## config.mk

```make
export PLATFORM = sky130hd
export DESIGN_NAME = fcsp_ctrl
export DESIGN_NICKNAME = d
export VERILOG_FILES = /design/src/rtl/fcsp_pkg.sv /design/src/rtl/fcsp_opt_if.sv /design/src/rtl/fcsp_opt_loader.sv /design/src/rtl/fcsp_sector_guard.sv /design/src/rtl/fcsp_ctrl.sv
export SDC_FILE = /design/constraint.sdc
export NUM_CORES = 1
export LEC_CHECK = 0
export BUFFER_PORTS_ARGS = -buffer_cell sky130_fd_sc_hd__buf_2
export CORE_MARGIN = 2
export CORE_UTILIZATION = 50
export DETAILED_ROUTE_END_ITERATION = 12
export PLACE_DENSITY = 0.77
export RECOVER_POWER = 50
export SLEW_MARGIN = 30
export SYNTH_ARGS = -nofsm -noshare
export SYNTH_HDL_FRONTEND = slang
export SYNTH_SLANG_ARGS = --single-unit
```

## constraint.sdc

```tcl
create_clock -name core_clk -period 2.77 [get_ports core_clk]
set_clock_uncertainty 0.15 [all_clocks]
set_input_delay 0.1385 -clock core_clk [delete_from_list [all_inputs] [get_ports core_clk]]
set_output_delay 0.1385 -clock core_clk [all_outputs]
set_load 0.01 [all_outputs]
```

## src/rtl/fcsp_pkg.sv

```systemverilog
// Function
// [RQ1] status readable anytime at command address; reads status, writes go to command
// [RQ2] status top two bits always read zero; code in low six bits
// [RQ3] unlock codes: locked 0, first 1, second 2, unlocked 3
// [RQ4] code 000100 after protect-access command until next shared-address write
// [RQ5] program 001xxx, page erase 010xxx, mass erase 100xxx while running
// [RQ6] shared-address writes go to page select unless protect access armed
// [RQ7] only the single next shared write after arming hits sector lock
// [RQ8] page spans 512 bytes; erase hits addresses whose top seven bits match
// [RQ9] page field bits 6:0 drive program address bits 15:9
// [RQ10] page select bit 7 maps information area at FE00 to FFFF
// [RQ11] eight sector lock bits, all reset to zero
// [RQ12] sector lock bits once set cannot be cleared by writes
// [RQ13] sector size 1024 bytes on largest variant, else 512
// [RQ14] timing value is high byte concatenated over low byte
// [RQ15] software loads timing value with clock in kilohertz
// [RQ16] software avoids program or erase outside 20 kHz to 20 MHz; the testbench erases and programs at 40 MHz
// [RQ17] option data copied from flash into holding registers during reset
// [RQ18] unlock by 73 then 8C; anything else relocks
// [RQ19] command 5E while unlocked enables sector lock access
// [RQ20] program and erase blocked on locked sectors; mass erase is not checked against sector lock
// [RQ21] 95 third starts page erase, 63 third starts mass erase
// [RQ22] sector lock write ORs data into existing bits
// [RQ23] page select and timing bytes reset zero; status reports locked
package fcsp_pkg;
   localparam logic [11:0] FCSP_ADDR_STATE  = 12'h0ff8;
   localparam logic [11:0] FCSP_ADDR_PAGE   = 12'h0ff9;
   localparam logic [11:0] FCSP_ADDR_TIME_H = 12'h0ffa;
   localparam logic [11:0] FCSP_ADDR_TIME_L = 12'h0ffb;
   localparam logic [7:0]  FCSP_CMD_UNLOCK1 = 8'h0073;
   localparam logic [7:0]  FCSP_CMD_UNLOCK2 = 8'h008c;
   localparam logic [7:0]  FCSP_CMD_PAGE_ER = 8'h0095;
   localparam logic [7:0]  FCSP_CMD_MASS_ER = 8'h0063;
   localparam logic [7:0]  FCSP_CMD_PROTECT = 8'h005e;
   localparam logic [5:0]  FCSP_ST_LOCKED   = 6'h00;
   localparam logic [5:0]  FCSP_ST_FIRST    = 6'h01;
   localparam logic [5:0]  FCSP_ST_SECOND   = 6'h02;
   localparam logic [5:0]  FCSP_ST_UNLOCKED = 6'h03;
   localparam logic [5:0]  FCSP_ST_PROTSEL  = 6'h04;
   localparam logic [5:0]  FCSP_ST_PROG     = 6'h08;
   localparam logic [5:0]  FCSP_ST_PAGE_ER  = 6'h10;
   localparam logic [5:0]  FCSP_ST_MASS_ER  = 6'h20;
   localparam logic [7:0]  FCSP_RST_BYTE    = 8'h00;
   localparam int          FCSP_PAGE_SHIFT  = 9;
   localparam int          FCSP_INFO_BIT    = 7;
   localparam logic [15:0] FCSP_INFO_BASE   = 16'hfe00;
   localparam int          FCSP_SECT_BIG    = 10;
   localparam int          FCSP_SECT_SMALL  = 9;
   localparam int          FCSP_OPT_BYTES   = 2;
endpackage

```

## src/rtl/fcsp_opt_if.sv

```systemverilog
`timescale 1ns/10ps
// option load handshake between loader and controller
interface fcsp_opt_if;
   logic        req;
   logic [15:0] addr;
   logic [7:0]  data;
   logic        valid;
   logic        done;
   modport loader (output req, output addr, input data, input valid, output done);
   modport ctrl   (input req, input addr, output data, output valid, input done);
endinterface

```

## src/rtl/fcsp_opt_loader.sv

```systemverilog
`timescale 1ns/10ps
// copies option bytes out of flash right after reset release
module fcsp_opt_loader
   import fcsp_pkg::*;
(
   input  wire logic       core_clk,
   input  wire logic       rst_n,
   fcsp_opt_if.loader      opt,
   output logic [15:0]     option_bits
);
   typedef struct packed {
      logic        busy;
      logic [0:0]  idx;
      logic        wait_rd;
      logic [15:0] bits;
   } fcsp_ld_s;
   fcsp_ld_s st_reg, st_next;

   // **************************
   // load sequencer
   // **************************
   always_comb begin
      st_next = st_reg;
      if (st_reg.busy) begin
         if (!st_reg.wait_rd) begin
            st_next.wait_rd = 1'b1;
         end else if (opt.valid) begin
            st_next.wait_rd = 1'b0;
            st_next.bits[st_reg.idx*8 +: 8] = opt.data; // RQ17
            if (st_reg.idx == 1'(FCSP_OPT_BYTES - 1)) begin
               st_next.busy = 1'b0;
            end else begin
               st_next.idx = st_reg.idx + 1'b1;
            end
         end
      end
   end

   always_ff @(posedge core_clk or negedge rst_n) begin
      if (!rst_n) begin
         st_reg <= '{busy: 1'b1, idx: 1'b0, wait_rd: 1'b0, bits: 16'h0000};
      end else begin
         st_reg <= st_next;
      end
   end

   assign opt.req     = st_reg.busy & st_reg.wait_rd;
   assign opt.addr    = {15'h0000, st_reg.idx};
   assign opt.done    = ~st_reg.busy;
   assign option_bits = st_reg.bits;
endmodule // fcsp_opt_loader

```

## src/rtl/fcsp_sector_guard.sv

```systemverilog
`timescale 1ns/10ps
// decides whether a program address is writable
module fcsp_sector_guard
   import fcsp_pkg::*;
#(
   parameter int BIG_PART = 1
)(
   input  wire logic [15:0] addr,
   input  wire logic [7:0]  lock_bits,
   input  wire logic [6:0]  page,
   input  wire logic        page_only,
   output logic             allowed
);
   logic [2:0] sect;
   logic       in_page;

   // sector index from address, sized per variant
   assign sect    = BIG_PART != 0 ? addr[FCSP_SECT_BIG +: 3]
                                  : addr[FCSP_SECT_SMALL +: 3]; // RQ13
   assign in_page = addr[15:FCSP_PAGE_SHIFT] == page; // RQ8 RQ9
   assign allowed = !lock_bits[sect] && (!page_only || in_page); // RQ20
endmodule // fcsp_sector_guard

```

## src/rtl/fcsp_ctrl.sv

```systemverilog
`timescale 1ns/10ps
// flash controller register side: status, page select, sector lock, timing
module fcsp_ctrl
   import fcsp_pkg::*;
#(
   parameter int BIG_PART = 1
)(
   input  wire logic        core_clk,
   input  wire logic        rst_n,
   input  wire logic [11:0] reg_addr,
   input  wire logic        reg_wr,
   input  wire logic        reg_rd,
   input  wire logic [7:0]  reg_wdata,
   output logic [7:0]       reg_rdata,
   input  wire logic        prog_req,
   input  wire logic [15:0] prog_addr,
   input  wire logic        flash_done,
   output logic             prog_grant,
   output logic             prog_refused,
   output logic             page_erase_go,
   output logic             mass_erase_go,
   output logic [6:0]       erase_page,
   output logic             info_map_en,
   output logic [15:0]      timing_value,
   output logic             opt_rd_req,
   output logic [15:0]      opt_rd_addr,
   input  wire logic [7:0]  opt_rd_data,
   input  wire logic        opt_rd_valid,
   output logic [15:0]      option_bits,
   output logic             option_ready
);
   typedef enum logic [7:0] {
      FCSP_LOCKED   = 8'b0000_0001,
      FCSP_FIRST    = 8'b0000_0010,
      FCSP_SECOND   = 8'b0000_0100,
      FCSP_UNLOCKED = 8'b0000_1000,
      FCSP_PROTSEL  = 8'b0001_0000,
      FCSP_PROG     = 8'b0010_0000,
      FCSP_PAGE_ER  = 8'b0100_0000,
      FCSP_MASS_ER  = 8'b1000_0000
   } fcsp_state_e;

   typedef struct packed {
      fcsp_state_e fsm;
      logic [7:0]  page_select;
      logic [7:0]  sector_lock;
      logic [7:0]  timing_value_high;
      logic [7:0]  timing_value_low;
      logic [7:0]  rdata;
      logic        grant;
      logic        refused;
      logic        page_go;
      logic        mass_go;
      logic        erased_ok;
   } fcsp_ctrl_s;

   fcsp_ctrl_s  st_reg, st_next;
   fcsp_opt_if  opt ();
   logic        addr_ok;
   logic [15:0] opt_bits;
   logic        wr_cmd;
   logic        wr_page;
   logic        wr_hi;
   logic        wr_lo;
   logic [5:0]  code;

   // **************************
   // helpers
   // **************************
   fcsp_opt_loader u_loader (
      .core_clk    (core_clk),
      .rst_n       (rst_n),
      .opt         (opt.loader),
      .option_bits (opt_bits)
   );

   fcsp_sector_guard #(.BIG_PART(BIG_PART)) u_guard (
      .addr      (prog_addr),
      .lock_bits (st_reg.sector_lock),
      .page      (st_reg.page_select[6:0]),
      .page_only (st_reg.erased_ok),
      .allowed   (addr_ok)
   );

   assign opt.data  = opt_rd_data;
   assign opt.valid = opt_rd_valid;

   // **************************
   // address decode
   // **************************
   assign wr_cmd  = reg_wr && reg_addr == FCSP_ADDR_STATE;
   assign wr_page = reg_wr && reg_addr == FCSP_ADDR_PAGE;
   assign wr_hi   = reg_wr && reg_addr == FCSP_ADDR_TIME_H;
   assign wr_lo   = reg_wr && reg_addr == FCSP_ADDR_TIME_L;

   // status code from the one-hot state
   always_comb begin
      unique case (st_reg.fsm)
         FCSP_LOCKED:   code = FCSP_ST_LOCKED; // RQ3
         FCSP_FIRST:    code = FCSP_ST_FIRST;
         FCSP_SECOND:   code = FCSP_ST_SECOND;
         FCSP_UNLOCKED: code = FCSP_ST_UNLOCKED;
         FCSP_PROTSEL:  code = FCSP_ST_PROTSEL; // RQ4
         FCSP_PROG:     code = FCSP_ST_PROG; // RQ5
         FCSP_PAGE_ER:  code = FCSP_ST_PAGE_ER;
         FCSP_MASS_ER:  code = FCSP_ST_MASS_ER;
         default:       code = FCSP_ST_LOCKED;
      endcase
   end

   // **************************
   // next state
   // **************************
   always_comb begin
      st_next         = st_reg;
      st_next.grant   = 1'b0;
      st_next.refused = 1'b0;
      st_next.page_go = 1'b0;
      st_next.mass_go = 1'b0;

      // command sequence
      if (wr_cmd) begin
         unique case (st_reg.fsm)
            FCSP_LOCKED:
               st_next.fsm = reg_wdata == FCSP_CMD_UNLOCK1 ? FCSP_FIRST
                                                           : FCSP_LOCKED; // RQ18
            FCSP_FIRST:
               st_next.fsm = reg_wdata == FCSP_CMD_UNLOCK2 ? FCSP_SECOND
                                                           : FCSP_LOCKED; // RQ18
            FCSP_SECOND, FCSP_UNLOCKED: begin
               st_next.fsm = FCSP_LOCKED;
               if (reg_wdata == FCSP_CMD_PAGE_ER) begin
                  st_next.fsm       = FCSP_PAGE_ER; // RQ21
                  st_next.page_go   = 1'b1;
                  st_next.erased_ok = 1'b1;
               end else if (reg_wdata == FCSP_CMD_MASS_ER) begin
                  st_next.fsm       = FCSP_MASS_ER; // RQ21
                  st_next.mass_go   = 1'b1;
                  st_next.erased_ok = 1'b0;
               end else if (reg_wdata == FCSP_CMD_PROTECT) begin
                  st_next.fsm = FCSP_PROTSEL; // RQ19
               end
            end
            FCSP_PROTSEL:
               st_next.fsm = FCSP_LOCKED;
            default: ;
         endcase
         if (st_next.fsm == FCSP_LOCKED) begin
            st_next.erased_ok = 1'b0;
         end
      end

      // the second unlock value settles into unlocked
      if (!wr_cmd && st_reg.fsm == FCSP_SECOND) begin
         st_next.fsm = FCSP_UNLOCKED; // RQ3
      end

      // shared page / protect address
      if (wr_page) begin
         if (st_reg.fsm == FCSP_PROTSEL) begin
            st_next.sector_lock = st_reg.sector_lock | reg_wdata; // RQ7 RQ12 RQ22
            st_next.fsm         = FCSP_UNLOCKED; // RQ4 RQ7
         end else begin
            st_next.page_select = reg_wdata; // RQ6
         end
      end

      if (wr_hi) begin
         st_next.timing_value_high = reg_wdata;
      end
      if (wr_lo) begin
         st_next.timing_value_low = reg_wdata;
      end

      // byte program after a page erase, inside the erased page
      if (prog_req && st_reg.fsm == FCSP_UNLOCKED && st_reg.erased_ok) begin
         if (addr_ok) begin
            st_next.fsm   = FCSP_PROG;
            st_next.grant = 1'b1;
         end else begin
            st_next.refused = 1'b1; // RQ20
         end
      end else if (prog_req) begin
         st_next.refused = 1'b1;
      end

      // operation end
      if (flash_done) begin
         unique case (st_reg.fsm)
            FCSP_PROG:    st_next.fsm = FCSP_UNLOCKED;
            FCSP_PAGE_ER: st_next.fsm = FCSP_LOCKED;
            FCSP_MASS_ER: st_next.fsm = FCSP_LOCKED;
            default: ;
         endcase
      end

      // page erase refused on a locked sector
      if (st_next.page_go &&
          st_reg.sector_lock[BIG_PART != 0 ? st_reg.page_select[3:1]
                                           : st_reg.page_select[2:0]]) begin // RQ13
         st_next.page_go   = 1'b0; // RQ20
         st_next.fsm       = FCSP_LOCKED;
         st_next.erased_ok = 1'b0;
      end

      // read data
      st_next.rdata = 8'h00;
      if (reg_rd) begin
         unique case (reg_addr)
            FCSP_ADDR_STATE:  st_next.rdata = {2'b00, code}; // RQ1 RQ2
            FCSP_ADDR_PAGE:   st_next.rdata = st_reg.fsm == FCSP_PROTSEL
                                              ? st_reg.sector_lock : st_reg.page_select;
            FCSP_ADDR_TIME_H: st_next.rdata = st_reg.timing_value_high;
            FCSP_ADDR_TIME_L: st_next.rdata = st_reg.timing_value_low;
            default:          st_next.rdata = 8'h00;
         endcase
      end
   end

   // **************************
   // state register
   // **************************
   always_ff @(posedge core_clk or negedge rst_n) begin
      if (!rst_n) begin
         st_reg.fsm               <= FCSP_LOCKED; // RQ23
         st_reg.page_select       <= FCSP_RST_BYTE;
         st_reg.sector_lock       <= FCSP_RST_BYTE; // RQ11
         st_reg.timing_value_high <= FCSP_RST_BYTE;
         st_reg.timing_value_low  <= FCSP_RST_BYTE;
         st_reg.rdata             <= FCSP_RST_BYTE;
         st_reg.grant             <= 1'b0;
         st_reg.refused           <= 1'b0;
         st_reg.page_go           <= 1'b0;
         st_reg.mass_go           <= 1'b0;
         st_reg.erased_ok         <= 1'b0;
      end else if (!opt.done) begin
         st_reg.rdata <= FCSP_RST_BYTE; // hold until options loaded
      end else begin
         st_reg <= st_next;
      end
   end

   // **************************
   // outputs
   // **************************
   logic [15:0] opt_addr_reg;
   logic        opt_req_reg;
   logic        opt_rdy_reg;
   logic [15:0] opt_bits_reg;
   always_ff @(posedge core_clk or negedge rst_n) begin
      if (!rst_n) begin
         opt_addr_reg <= 16'h0000;
         opt_req_reg  <= 1'b0;
         opt_rdy_reg  <= 1'b0;
         opt_bits_reg <= 16'h0000;
      end else begin
         opt_addr_reg <= opt.addr;
         opt_req_reg  <= opt.req;
         opt_rdy_reg  <= opt.done; // RQ17
         opt_bits_reg <= opt_bits;
      end
   end

   assign reg_rdata     = st_reg.rdata;
   assign prog_grant    = st_reg.grant;
   assign prog_refused  = st_reg.refused;
   assign page_erase_go = st_reg.page_go;
   assign mass_erase_go = st_reg.mass_go;
   assign erase_page    = st_reg.page_select[6:0]; // RQ9
   assign info_map_en   = st_reg.page_select[FCSP_INFO_BIT]; // RQ10
   assign timing_value  = {st_reg.timing_value_high, st_reg.timing_value_low}; // RQ14
   assign opt_rd_req    = opt_req_reg;
   assign opt_rd_addr   = opt_addr_reg;
   assign option_bits   = opt_bits_reg;
   assign option_ready  = opt_rdy_reg;
endmodule // fcsp_ctrl

```

==> results of run 1 <==
[cell usage after synthesis (all sizes together), types with 5 or more instances]
library cell	count	area share
nor2	9	0.0077
clkbuf	10	0.0085
o21ai	7	0.0080
a21o	9	0.015
mux2	40	0.10
buf	50	0.084
xor2	7	0.014
nor4	10	0.016
nand2	43	0.037
a21oi	17	0.019
nand2b	7	0.010
nor3	5	0.0068
nand3	7	0.0080
dfrtp	89	0.51
[cell families after synthesis]
family / after synthesis / synth area share
AOI/OAI and AO/OA: 55 / 0.0839
xor gates and xnor gates: 9 / 0.0179
buffers and inverters: 64 / 0.0962
DFF: 91 / 0.518
muxes: 48 / 0.132
other: 1 / 0.000853
and+or+nand+nor: 116 / 0.151
[per-stage QoR]
stage | setup slack, ps | hold slack, ps | cells | power, mW | utilization
2_1_floorplan | 461 | -307 | 398 | 1.75 | -
3_5_place_dp | 290 | 23.5 | 556 | 1.94 | 0.553
5_1_grt | 47.8 | 102 | 593 | 2.98 | 0.598
6_report | 279 | 79.3 | 593 | 2.85 | 0.598
3_3_place_gp | 273 | 18.2 | 556 | 1.92 | 0.553
4_1_cts | 272 | 65.5 | 593 | 2.88 | 0.603
[routing by layer]
metal  global-route usage  share of wire
met2                0.359           0.50
met1                0.309           0.43
met5                    0              0
met3               0.0401          0.057
met4               0.0791          0.020
[how the worst min path moves through the flow]
stage | start | to | slack, ps | cells after the start
CTS | reg_wr | st_reg[47]$_DFFE_PN0N_ | 70 | 5
finish | reg_wr | st_reg[47]$_DFFE_PN0N_ | 80 | 5
global placement | rst_n | option_bits[11]$_DFF_PN0_ | 20 | 1
floorplan | rst_n | asynchronous set/reset pin | -310 | 0
global route | reg_wr | st_reg[47]$_DFFE_PN0N_ | 100 | 5
detailed placement | rst_n | option_bits[11]$_DFF_PN0_ | 20 | 1
[layout make-up]
class | instances | area, µm² | share of cell area
Inverter | 4 | 15.0 | 0.00291
Timing Repair Buffer | 131 | 768 | 0.149
Tap cell | 108 | 135 | 0.0262
Sequential cell | 91 | 2280 | 0.441
Clock buffer | 9 | 124 | 0.0240
Multi-Input combinational cell | 243 | 1750 | 0.339
Clock inverter | 7 | 93.8 | 0.0182
[where the power goes]
| group | leakage [nW] | internal [mW] | switching [mW] | total (mW) |
|---|---|---|---|---|
| registers | 1.19 | 1.46 | 0.0726 | 1.53 |
| logic | 1.22 | 0.166 | 0.220 | 0.387 |
| clock network | 0.107 | 0.367 | 0.564 | 0.931 |
[worst reg2reg max path: cells and delay by family, from the launching register on]
kind	cells	cell delay [ps]
AND/OR/NAND/NOR	3	830
AO/OA/AOI/OAI	3	720
flip-flops	1	480
buffers and inverters	1	200
[timing repair]
action                                 CTS  global route
endpoints found under the hold margin   97             0
hold buffers                            21             0
resized for setup                        0             0
setup buffers                            0             0
==> summary.md, run 1 <==
| Metric | Value |
|---|---|
| Count of antenna diodes in the layout | `0` |
| Worst-path clk slew | `110 ps` |
| Area added between synthesis and finish | `17.4%` |
| Kind of critical path | `flip-flop to flip-flop` |
| Maximum number of pins on one net before global-route repair | `47` |
| Critical Path AT | `2610 ps` |
| First drt pass iteration count | `5` |
| Worst Setup SP | `st_reg[48]$_DFFE_PN0N_` |
| Crit. path cell count | `7` |
| Overall overflow remaining after global route | `0` |
| Leakage | `2.51 nW` |
| First-pass GRT wire length | `16.8 mm` |
| Start of the worst register-to-register path | `st_reg[48]$_DFFE_PN0N_` |
| Period utilization | `0.899` |
| Total Die Area | `9560 µm²` |
| Most instantiated flip-flop cell in the synthesis netlist | `sky130_fd_sc_hd__dfrtp_1` |
| Number of hold violations in the final report | `0` |
| Distinct cell type count after synthesis | `56` |
| Number of vias after detailed routing | `3280` |
| Drt drc | `0` |
| Post-layout nets | `531` |
| Worst setup path endpoint | `st_reg[51]$_DFFE_PN0N_` |
| Max frequency | `401 MHz` |
| Overall Global Routing Usage | `0.224` |
| Critical path cell sequence | `or4_1 > a2111oi_0 > buf_4 > o21a_1 > nor3_2 > nor2b_1 > o22a_1` |
| Final weighted congestion in routability-driven placement | `0.923` |
| Crit path time final | `2490 ps` |
| Slew @ Worst Pin | `1130 ps` |
| Critical path's top delay family | `simple AND/OR/NAND/NOR gates` |
| Tightest slew margin relative to the limit | `0.244` |
| Remaining antenna violation count | `0` |
| Number of standard cells after synthesis | `384` |
| Number of enable flip-flop cells after synthesis | `0` |
| Crit start category | `flip-flop` |
| CTS Buf Count | `9` |
| Fin area | `5160 µm²` |
| Port buffer count | `96` |
| Unrepaired setup endpoints after global routing | `false` |
| Ys async rst share | `1.00` |
| Horizontal die dimension | `97.8 µm` |
| Synthesized flop and latch total | `91` |
| Initial antenna violation count | `0` |
| Most frequent cells in the layout | `sky130_fd_sc_hd__dfrtp_1 (89), sky130_fd_sc_hd__buf_2 (63), sky130_fd_sc_hd__nand2_1 (43)` |
| Via density per instance | `5.53` |
| Yosys warnings | `0` |
| Worst reg-to-reg setup slack | `280 ps` |
| Highest fanout seen on the critical path | `8` |
| Slowest cell on the critical path | `sky130_fd_sc_hd__or4_1` |
| Reg-to-reg critical path endpoint | `st_reg[51]$_DFFE_PN0N_` |
| Placeable Area | `8640 µm²` |
| Class of the most critical hold timing path | `primary input to flip-flop` |
| TritonCTS clock tree | `done` |
| Max incr delay on CP | `630 ps` |
| Final sum of negative setup slack | `0 ps` |
| Max H-tree Level | `3` |
| Number of cell instances on the worst register-to-register path | `7` |
| Maximum root-to-sink buffer count | `2` |
| Placed Instance Area | `4780 µm²` |
| Maximum VDD drop | `0.000397 V` |
| Number of violations of the max-capacitance limit | `0` |
| I/O pins | `121` |
| Fraction of final layout cells with drive strength greater than 1 | `0.305` |
| Average instance area after synthesis | `11.5 µm²` |
| Critical path buffer and inverter count | `1` |
| Cell at the root of the clock tree | `sky130_fd_sc_hd__clkbuf_8` |
| Initial standard-cell utilization of the core | `0.509` |
| FILL cells | `735` |
| Placed wire-length estimate after detailed placement | `7.64 mm` |
| Aggregate routed wire length | `10.3 mm` |
| Commonest non-fill, non-tap cell in the layout | `sky130_fd_sc_hd__dfrtp_1` |
| Synth Cell Area | `4400 µm²` |
| Status | `completed` |
| Final number of setup-violating endpoints | `0` |
| Max Slew Vio Count | `0` |
| DRC violation total after the first TritonRoute iteration | `317` |
| Proportion of synthesized chip area in sequential cells | `0.518` |
| WL per Instance | `17.4 µm` |
| Via count of the first global-routing pass | `3288` |
| Crit. End Element | `flip-flop` |
| Worst endpoint required time | `2890 ps` |
| Clk_lat worst skew | `370 ps` |
| TritonCTS Sinks | `91` |
| Total power density per cell area | `552 nW/µm²` |
| Die Span Y | `97.8 µm` |
| Row Count | `34` |
Power figures use the tool's default switching activity.
==> run 2, diff against run 1 <==
--- a/config.mk
+++ b/config.mk
@@ -7,9 +7,9 @@
 export LEC_CHECK = 0
 export BUFFER_PORTS_ARGS = -buffer_cell sky130_fd_sc_hd__buf_2
 export CORE_MARGIN = 2
-export CORE_UTILIZATION = 50
+export CORE_UTILIZATION = 52
 export DETAILED_ROUTE_END_ITERATION = 12
-export PLACE_DENSITY = 0.77
+export PLACE_DENSITY = 0.79
 export RECOVER_POWER = 50
 export SLEW_MARGIN = 30
 export SYNTH_ARGS = -nofsm -noshare
==> summary.md, run 2 (synthesis gave the netlist of run 1 again) <==
| Metric | Value |
|---|---|
| Slowest cell on the critical path | `sky130_fd_sc_hd__or4_4` |
| Max incr delay on CP | `550 ps (-80 ps)` |
| Drt drc | `0 (unchanged)` |
| Kind of critical path | `flip-flop to flip-flop` |
| Unrepaired setup endpoints after global routing | `false` |
| Post-layout nets | `531 (unchanged)` |
| Placeable Area | `8220 µm² (-4.9%)` |
| Clk_lat worst skew | `360 ps (about the same)` |
| Period utilization | `0.917 (+0.0175)` |
| Overall overflow remaining after global route | `0 (unchanged)` |
| Worst Setup SP | `st_reg[51]$_DFFE_PN0N_` |
| Max frequency | `394 MHz (-1.9%)` |
| Worst endpoint required time | `2880 ps (about the same)` |
| Maximum VDD drop | `0.000427 V (+7.5%)` |
| Remaining antenna violation count | `0 (unchanged)` |
| Global-route met1 utilization | `0.320 (+0.0107)` |
| DRC violation total after the first TritonRoute iteration | `333 (+5.0%)` |
| Slew @ Worst Pin | `1300 ps (+167 ps)` |
| Placed wire-length estimate after detailed placement | `7.62 mm (-0.28%)` |
| Max Slew Vio Count | `0 (unchanged)` |
| Via count of the first global-routing pass | `3218 (-2.1%)` |
| Highest fanout seen on the critical path | `7 (-1)` |
| TritonCTS Sinks | `91 (unchanged)` |
| Start of the worst register-to-register path | `st_reg[51]$_DFFE_PN0N_` |
| Cell at the root of the clock tree | `sky130_fd_sc_hd__clkbuf_8` |
| Initial antenna violation count | `0 (unchanged)` |
| Final number of setup-violating endpoints | `0 (unchanged)` |
| Critical path's top delay family | `simple AND/OR/NAND/NOR gates` |
| Row Count | `33 (-2.9%)` |
| Number of vias after detailed routing | `3360 (+2.4%)` |
| Met3 GRT Util | `0.0415 (+0.00142)` |
| Final weighted congestion in routability-driven placement | `0.907 (-1.7%)` |
| Origin of the worst min-delay path | `reg_wr` |
| Max H-tree Level | `3 (unchanged)` |
| Overall Global Routing Usage | `0.239 (+0.0150)` |
| Status | `completed` |
| TritonCTS clock tree | `done` |
| Horizontal die dimension | `96.0 µm (-1.9%)` |
| Critical path buffer and inverter count | `0 (-1)` |
| Total power density per cell area | `554 nW/µm² (+0.40%)` |
| Maximum root-to-sink buffer count | `2 (unchanged)` |
| Worst-path clk slew | `100 ps (about the same)` |
| Crit start category | `flip-flop` |
| Most frequent cells in the layout | `sky130_fd_sc_hd__dfrtp_1 (89), sky130_fd_sc_hd__clkbuf_1 (48), sky130_fd_sc_hd__buf_2 (47)` |
| Area added between synthesis and finish | `16.2%` |
| Total Die Area | `9210 µm² (-3.7%)` |
| I/O pins | `121 (unchanged)` |
| Via density per instance | `5.69 (+3.0%)` |
| Commonest non-fill, non-tap cell in the layout | `sky130_fd_sc_hd__dfrtp_1` |
| CTS Buf Count | `9 (unchanged)` |
| First drt pass iteration count | `7 (+2)` |
| Final sum of negative setup slack | `0 ps (unchanged)` |
| Aggregate routed wire length | `10.6 mm (+2.4%)` |
| Fraction of final layout cells with drive strength greater than 1 | `0.272 (-0.0330)` |
| Critical path cell sequence | `or4_4 > nor4b_1 > and4_1 > nor3_2 > nor2b_1 > o22a_1` |
| Maximum number of pins on one net before global-route repair | `55 (+17%)` |
| Crit. End Element | `flip-flop` |
| Count of cells resized by post-cts repair | `0 (unchanged)` |
| WL per Instance | `17.9 µm (+2.9%)` |
| Port buffer count | `96 (unchanged)` |
| Met2 track demand over resource | `0.393 (+0.0342)` |
| Number of violations of the max-capacitance limit | `0 (unchanged)` |
| Global route hottest layer | `met2` |
| Fraction of the core area covered by cells at the end of the flow | `0.622 (+0.0240)` |
| Count of antenna diodes in the layout | `0 (unchanged)` |
| Initial standard-cell utilization of the core | `0.535 (+0.0260)` |
| Die Span Y | `96.0 µm (-1.9%)` |
| First-pass GRT wire length | `16.4 mm (-2.1%)` |
| Number of hold violations in the final report | `0 (unchanged)` |
| Class of the most critical hold timing path | `primary input to flip-flop` |
| Post CTS Setup Buffer Count | `0 (unchanged)` |
| Critical Path AT | `2650 ps (+40 ps)` |
| Leakage | `2.43 nW (-3.1%)` |
| Crit path time final | `2540 ps (+48.5 ps)` |
| Tightest slew margin relative to the limit | `0.133 (-0.111)` |
==> run 2: layer usage <==
metal / part of all wire / vias to the layer above
li1: - / 1507
met1: 0.41 / 1660
met2: 0.50 / 169
met3: 0.071 / 24
met4: 0.021 / 0
met5: 0 / -
==> run 2: area by class of cell <==
| class | count | area, µm² |
|---|---|---|
| sequential | 91 | 2280 |
| timing repair buffer | 131 | 736 |
| inverter | 4 | 15.0 |
| fill | 692 | 3110 |
| tap | 105 | 131 |
| multi-input combinational | 243 | 1750 |
| clock buffer | 9 | 124 |
| clock inverter | 7 | 76.3 |
==> run 2: path summary, 6_finish.rpt <==
check / endpoint / slack (ps) / cells past startpoint
hold reg to reg: option_bits[11]$_DFF_PN0_ / 230 / 0
hold / removal: st_reg[47]$_DFFE_PN0N_ / 100 / 5
setup / recovery: st_reg[51]$_DFFE_PN0N_ / 230 / 6
min in group asynchronous: option_bits[7]$_DFF_PN0_ / 440 / 2
setup reg to reg: st_reg[51]$_DFFE_PN0N_ / 230 / 6
max in group asynchronous: erase_page[6]$_DFFE_PN0P_ / 1070 / 3
==> run 2: worst register-to-register path: cells and delay by family, from the launching register on <==
kind            cells  cell delay (ps)
flops               1              480
compound gates      1              170
simple gates        5             1650
==> run 2: where the power goes <==
group	internal (mW)	switching, mW	leakage [nW]	total [mW]
clock	0.359	0.539	0.103	0.898
sequential	1.46	0.0622	1.19	1.52
combinational	0.174	0.237	1.15	0.411
total	1.99	0.838	2.43	2.83
==> run 2: what timing repair did <==
item                                    in CTS  in global routing
endpoints found under the hold margin       99                  0
hold buffers                                21                  0
endpoints found under the setup margin       0                  0
==> run 2: per-stage QoR <==
step	setup WS [ps]	power [mW]	hold slack [ps]	instance area, µm²	instances
finish	230	2.83	97.0	5110	590
global route	114	2.95	95.6	5110	590
CTS	284	2.86	64.6	5170	590
detailed placement	303	1.95	68.8	4760	553
global placement	293	1.93	56.9	4760	553
floorplan	461	1.75	-307	4450	398
==> run 3, diff against run 2 <==
--- a/config.mk
+++ b/config.mk
@@ -5,13 +5,14 @@
 export SDC_FILE = /design/constraint.sdc
 export NUM_CORES = 1
 export LEC_CHECK = 0
-export BUFFER_PORTS_ARGS = -buffer_cell sky130_fd_sc_hd__buf_2
 export CORE_MARGIN = 2
-export CORE_UTILIZATION = 52
+export CORE_UTILIZATION = 60
 export DETAILED_ROUTE_END_ITERATION = 12
-export PLACE_DENSITY = 0.79
+export DONT_BUFFER_PORTS = 1
+export PLACE_DENSITY = 0.76
 export RECOVER_POWER = 50
 export SLEW_MARGIN = 30
 export SYNTH_ARGS = -nofsm -noshare
 export SYNTH_HDL_FRONTEND = slang
 export SYNTH_SLANG_ARGS = --single-unit
+export TNS_END_PERCENT = 100
==> summary.md, run 3 (synthesis gave the netlist of run 1 again) <==
| Metric | Value |
|---|---|
| Placed wire-length estimate after detailed placement | `6.59 mm (-13%)` |
| DRC violation total after the first TritonRoute iteration | `253 (-24%)` |
| Crit. End Element | `flip-flop` |
| Aggregate routed wire length | `9.60 mm (-9.2%)` |
| Die Span Y | `89.6 µm (-6.6%)` |
| Worst-path clk slew | `110 ps (about the same)` |
| WL per Instance | `19.7 µm (+10%)` |
| Number of hold violations in the final report | `0 (unchanged)` |
| I/O pins | `121 (unchanged)` |
| Maximum VDD drop | `0.000455 V (+6.4%)` |
| Area added between synthesis and finish | `5.75%` |
| Horizontal die dimension | `89.6 µm (-6.6%)` |
| Initial standard-cell utilization of the core | `0.613 (+0.0777)` |
| Combinational Power Share | `0.099 (-0.046)` |
| Crit path time final | `2620 ps (+76.8 ps)` |
| Max H-tree Level | `3 (unchanged)` |
| Fin area | `4650 µm² (-9.0%)` |
| Overall Global Routing Usage | `0.253 (+0.0149)` |
| Max Slew Vio Count | `92 (+92)` |
| Maximum root-to-sink buffer count | `2 (unchanged)` |
| Highest fanout seen on the critical path | `9 (+2)` |
| Cell at the root of the clock tree | `sky130_fd_sc_hd__clkbuf_8` |
| Tightest slew margin relative to the limit | `-0.292 (-0.425)` |
| TritonCTS clock tree | `done` |
| First drt pass iteration count | `5 (-2)` |
| Post-route setup slack | `154 ps (-76.8 ps)` |
| Final sum of negative setup slack | `0 ps (unchanged)` |
| Count of cells resized by post-cts repair | `0 (unchanged)` |
| Cells after DPL | `447 (-19%)` |
| Port buffer count | `0 (-100%)` |
| Clk_lat worst skew | `370 ps (about the same)` |
| Switching power as a share of total power | `0.285 (-0.0108)` |
| Most frequent cells in the layout | `sky130_fd_sc_hd__dfrtp_1 (89), sky130_fd_sc_hd__nand2_1 (43), sky130_fd_sc_hd__mux2_2 (40)` |
| Initial antenna violation count | `0 (unchanged)` |
| Maximum number of pins on one net before global-route repair | `92 (+67%)` |
| Status | `finished with violations` |
| Count of antenna diodes in the layout | `0 (unchanged)` |
| Post-layout nets | `433 (-18%)` |
| Unrepaired setup endpoints after global routing | `false` |
| First-pass GRT wire length | `14.9 mm (-9.5%)` |
| Hold slack final | `9.92 ps (-87.0 ps)` |
| Reg power frac | `0.585 (+0.047)` |
| Number of cell instances on the worst register-to-register path | `6 (unchanged)` |
| Max frequency | `382 MHz (-2.9%)` |
| Violations in the final reports | `capacitance limit, slew limit` |
| Placed Instance Area | `4240 µm² (-11%)` |
| TritonCTS Sinks | `91 (unchanged)` |
| Overall overflow remaining after global route | `0 (unchanged)` |
| Final weighted congestion in routability-driven placement | `0.922 (+1.7%)` |
| Via count of the first global-routing pass | `2824 (-12%)` |
| Total Die Area | `8030 µm² (-13%)` |
| Slew @ Worst Pin | `1940 ps (+638 ps)` |
| Via density per instance | `6.07 (+6.6%)` |
| Leakage | `2.15 nW (-11%)` |
| Clock power frac | `0.316 (about the same)` |
| Worst reg-to-reg setup slack | `150 ps (-80 ps)` |
| Critical Path AT | `2720 ps (+70 ps)` |
| Cell count of the worst hold path | `3 (-2)` |
| Crit start category | `flip-flop` |
| CTS Buf Count | `9 (unchanged)` |
| Class of the most critical hold timing path | `primary input to flip-flop` |
| Internal portion of total power | `1.92 mW (-3.5%)` |
| Final number of setup-violating endpoints | `0 (unchanged)` |
| Fraction of final layout cells with drive strength greater than 1 | `0.212 (-0.0603)` |
| Worst endpoint required time | `2870 ps (about the same)` |
| Number of violations of the max-capacitance limit | `1 (+1)` |
| Total power density per cell area | `579 nW/µm² (+4.4%)` |
| Net switching component of the power | `0.767 mW (-8.4%)` |
| Post-route insts no fill | `486 (-18%)` |
| Drt drc | `0 (unchanged)` |
| Placeable Area | `7180 µm² (-13%)` |
| Period utilization | `0.945 (+0.0277)` |
| Remaining antenna violation count | `0 (unchanged)` |
| Number of vias after detailed routing | `2950 (-12%)` |
| Setup slack after placement | `197 ps (-106 ps)` |
| Row Count | `31 (-6.1%)` |
| Commonest non-fill, non-tap cell in the layout | `sky130_fd_sc_hd__dfrtp_1` |
| Kind of critical path | `flip-flop to flip-flop` |
[run 3: cell types whose count changed in the layout (fill, tap and decap cells not counted), sizes merged]
cell,before,now
buf,61,11
clkbuf,58,9
clkinvlp,0,1
dlygate4sd3,21,22
inv,7,6
[run 3: cell type report]
class                      instances  area (µm²)
fill                             576        2520
sequential                        91        2280
multi-input combinational        243        1750
timing repair buffer              33         300
clock buffer                       9         124
tap                               99         124
clock inverter                     7        60.1
inverter                           4        15.0
[run 3: what timing repair did]
item | 4_1_cts | 5_1_grt
setup buffers | 0 | 0
hold endpoints to repair | 158 | 0
hold buffers | 23 | 0
[run 3: worst paths after layout]
kind / startpoint / to
hold reg to reg: flip-flop / option_bits[4]$_DFF_PN0_
min in group asynchronous: rst_n / st_reg[49]$_DFFE_PN0N_
hold / removal: reg_wdata[6] / st_reg[46]$_DFFE_PN0N_
max in group asynchronous: rst_n / reg_rdata[5]$_DFF_PN0_
setup reg to reg: st_reg[45]$_DFFE_PN1N_ / st_reg[51]$_DFFE_PN0N_
setup / recovery: st_reg[45]$_DFFE_PN1N_ / st_reg[51]$_DFFE_PN0N_
[run 3: metal layers]
layer,share of wire,track usage,vias to the layer above
met5,0,0,-
met4,0.019,0.0801,0
met3,0.095,0.0850,17
met2,0.48,0.386,156
met1,0.41,0.347,1464
li1,-,-,1313
[run 3: critical path: stages, from the launching register on]
cell	delay, ps
sky130_fd_sc_hd__dfstp_2	430
sky130_fd_sc_hd__or4_4	580
sky130_fd_sc_hd__nor4b_1	540
sky130_fd_sc_hd__and4_1	400
sky130_fd_sc_hd__nor3_2	100
sky130_fd_sc_hd__nor2b_1	140
sky130_fd_sc_hd__o22a_1	170
[run 3: stage by stage]
| step | utilization | power, mW |
|---|---|---|
| 3_3_place_gp | 0.591 | 1.79 |
| 5_1_grt | 0.648 | 2.81 |
| 3_5_place_dp | 0.591 | 1.80 |
| 2_1_floorplan | - | 1.75 |
| 6_report | 0.648 | 2.69 |
| 4_1_cts | 0.651 | 2.70 |
[run 3: power by group through the flow]
| stage | registers [mW] | clock network [mW] | logic (mW) |
|---|---|---|---|
| final | 1.57 | 0.851 | 0.265 |
| after global placement | 1.59 | 0 | 0.194 |
| after CTS | 1.58 | 0.860 | 0.269 |
| after detailed placement | 1.60 | 0 | 0.200 |
| after floorplan | 1.56 | 0 | 0.188 |
| after global routing | 1.59 | 0.926 | 0.297 |
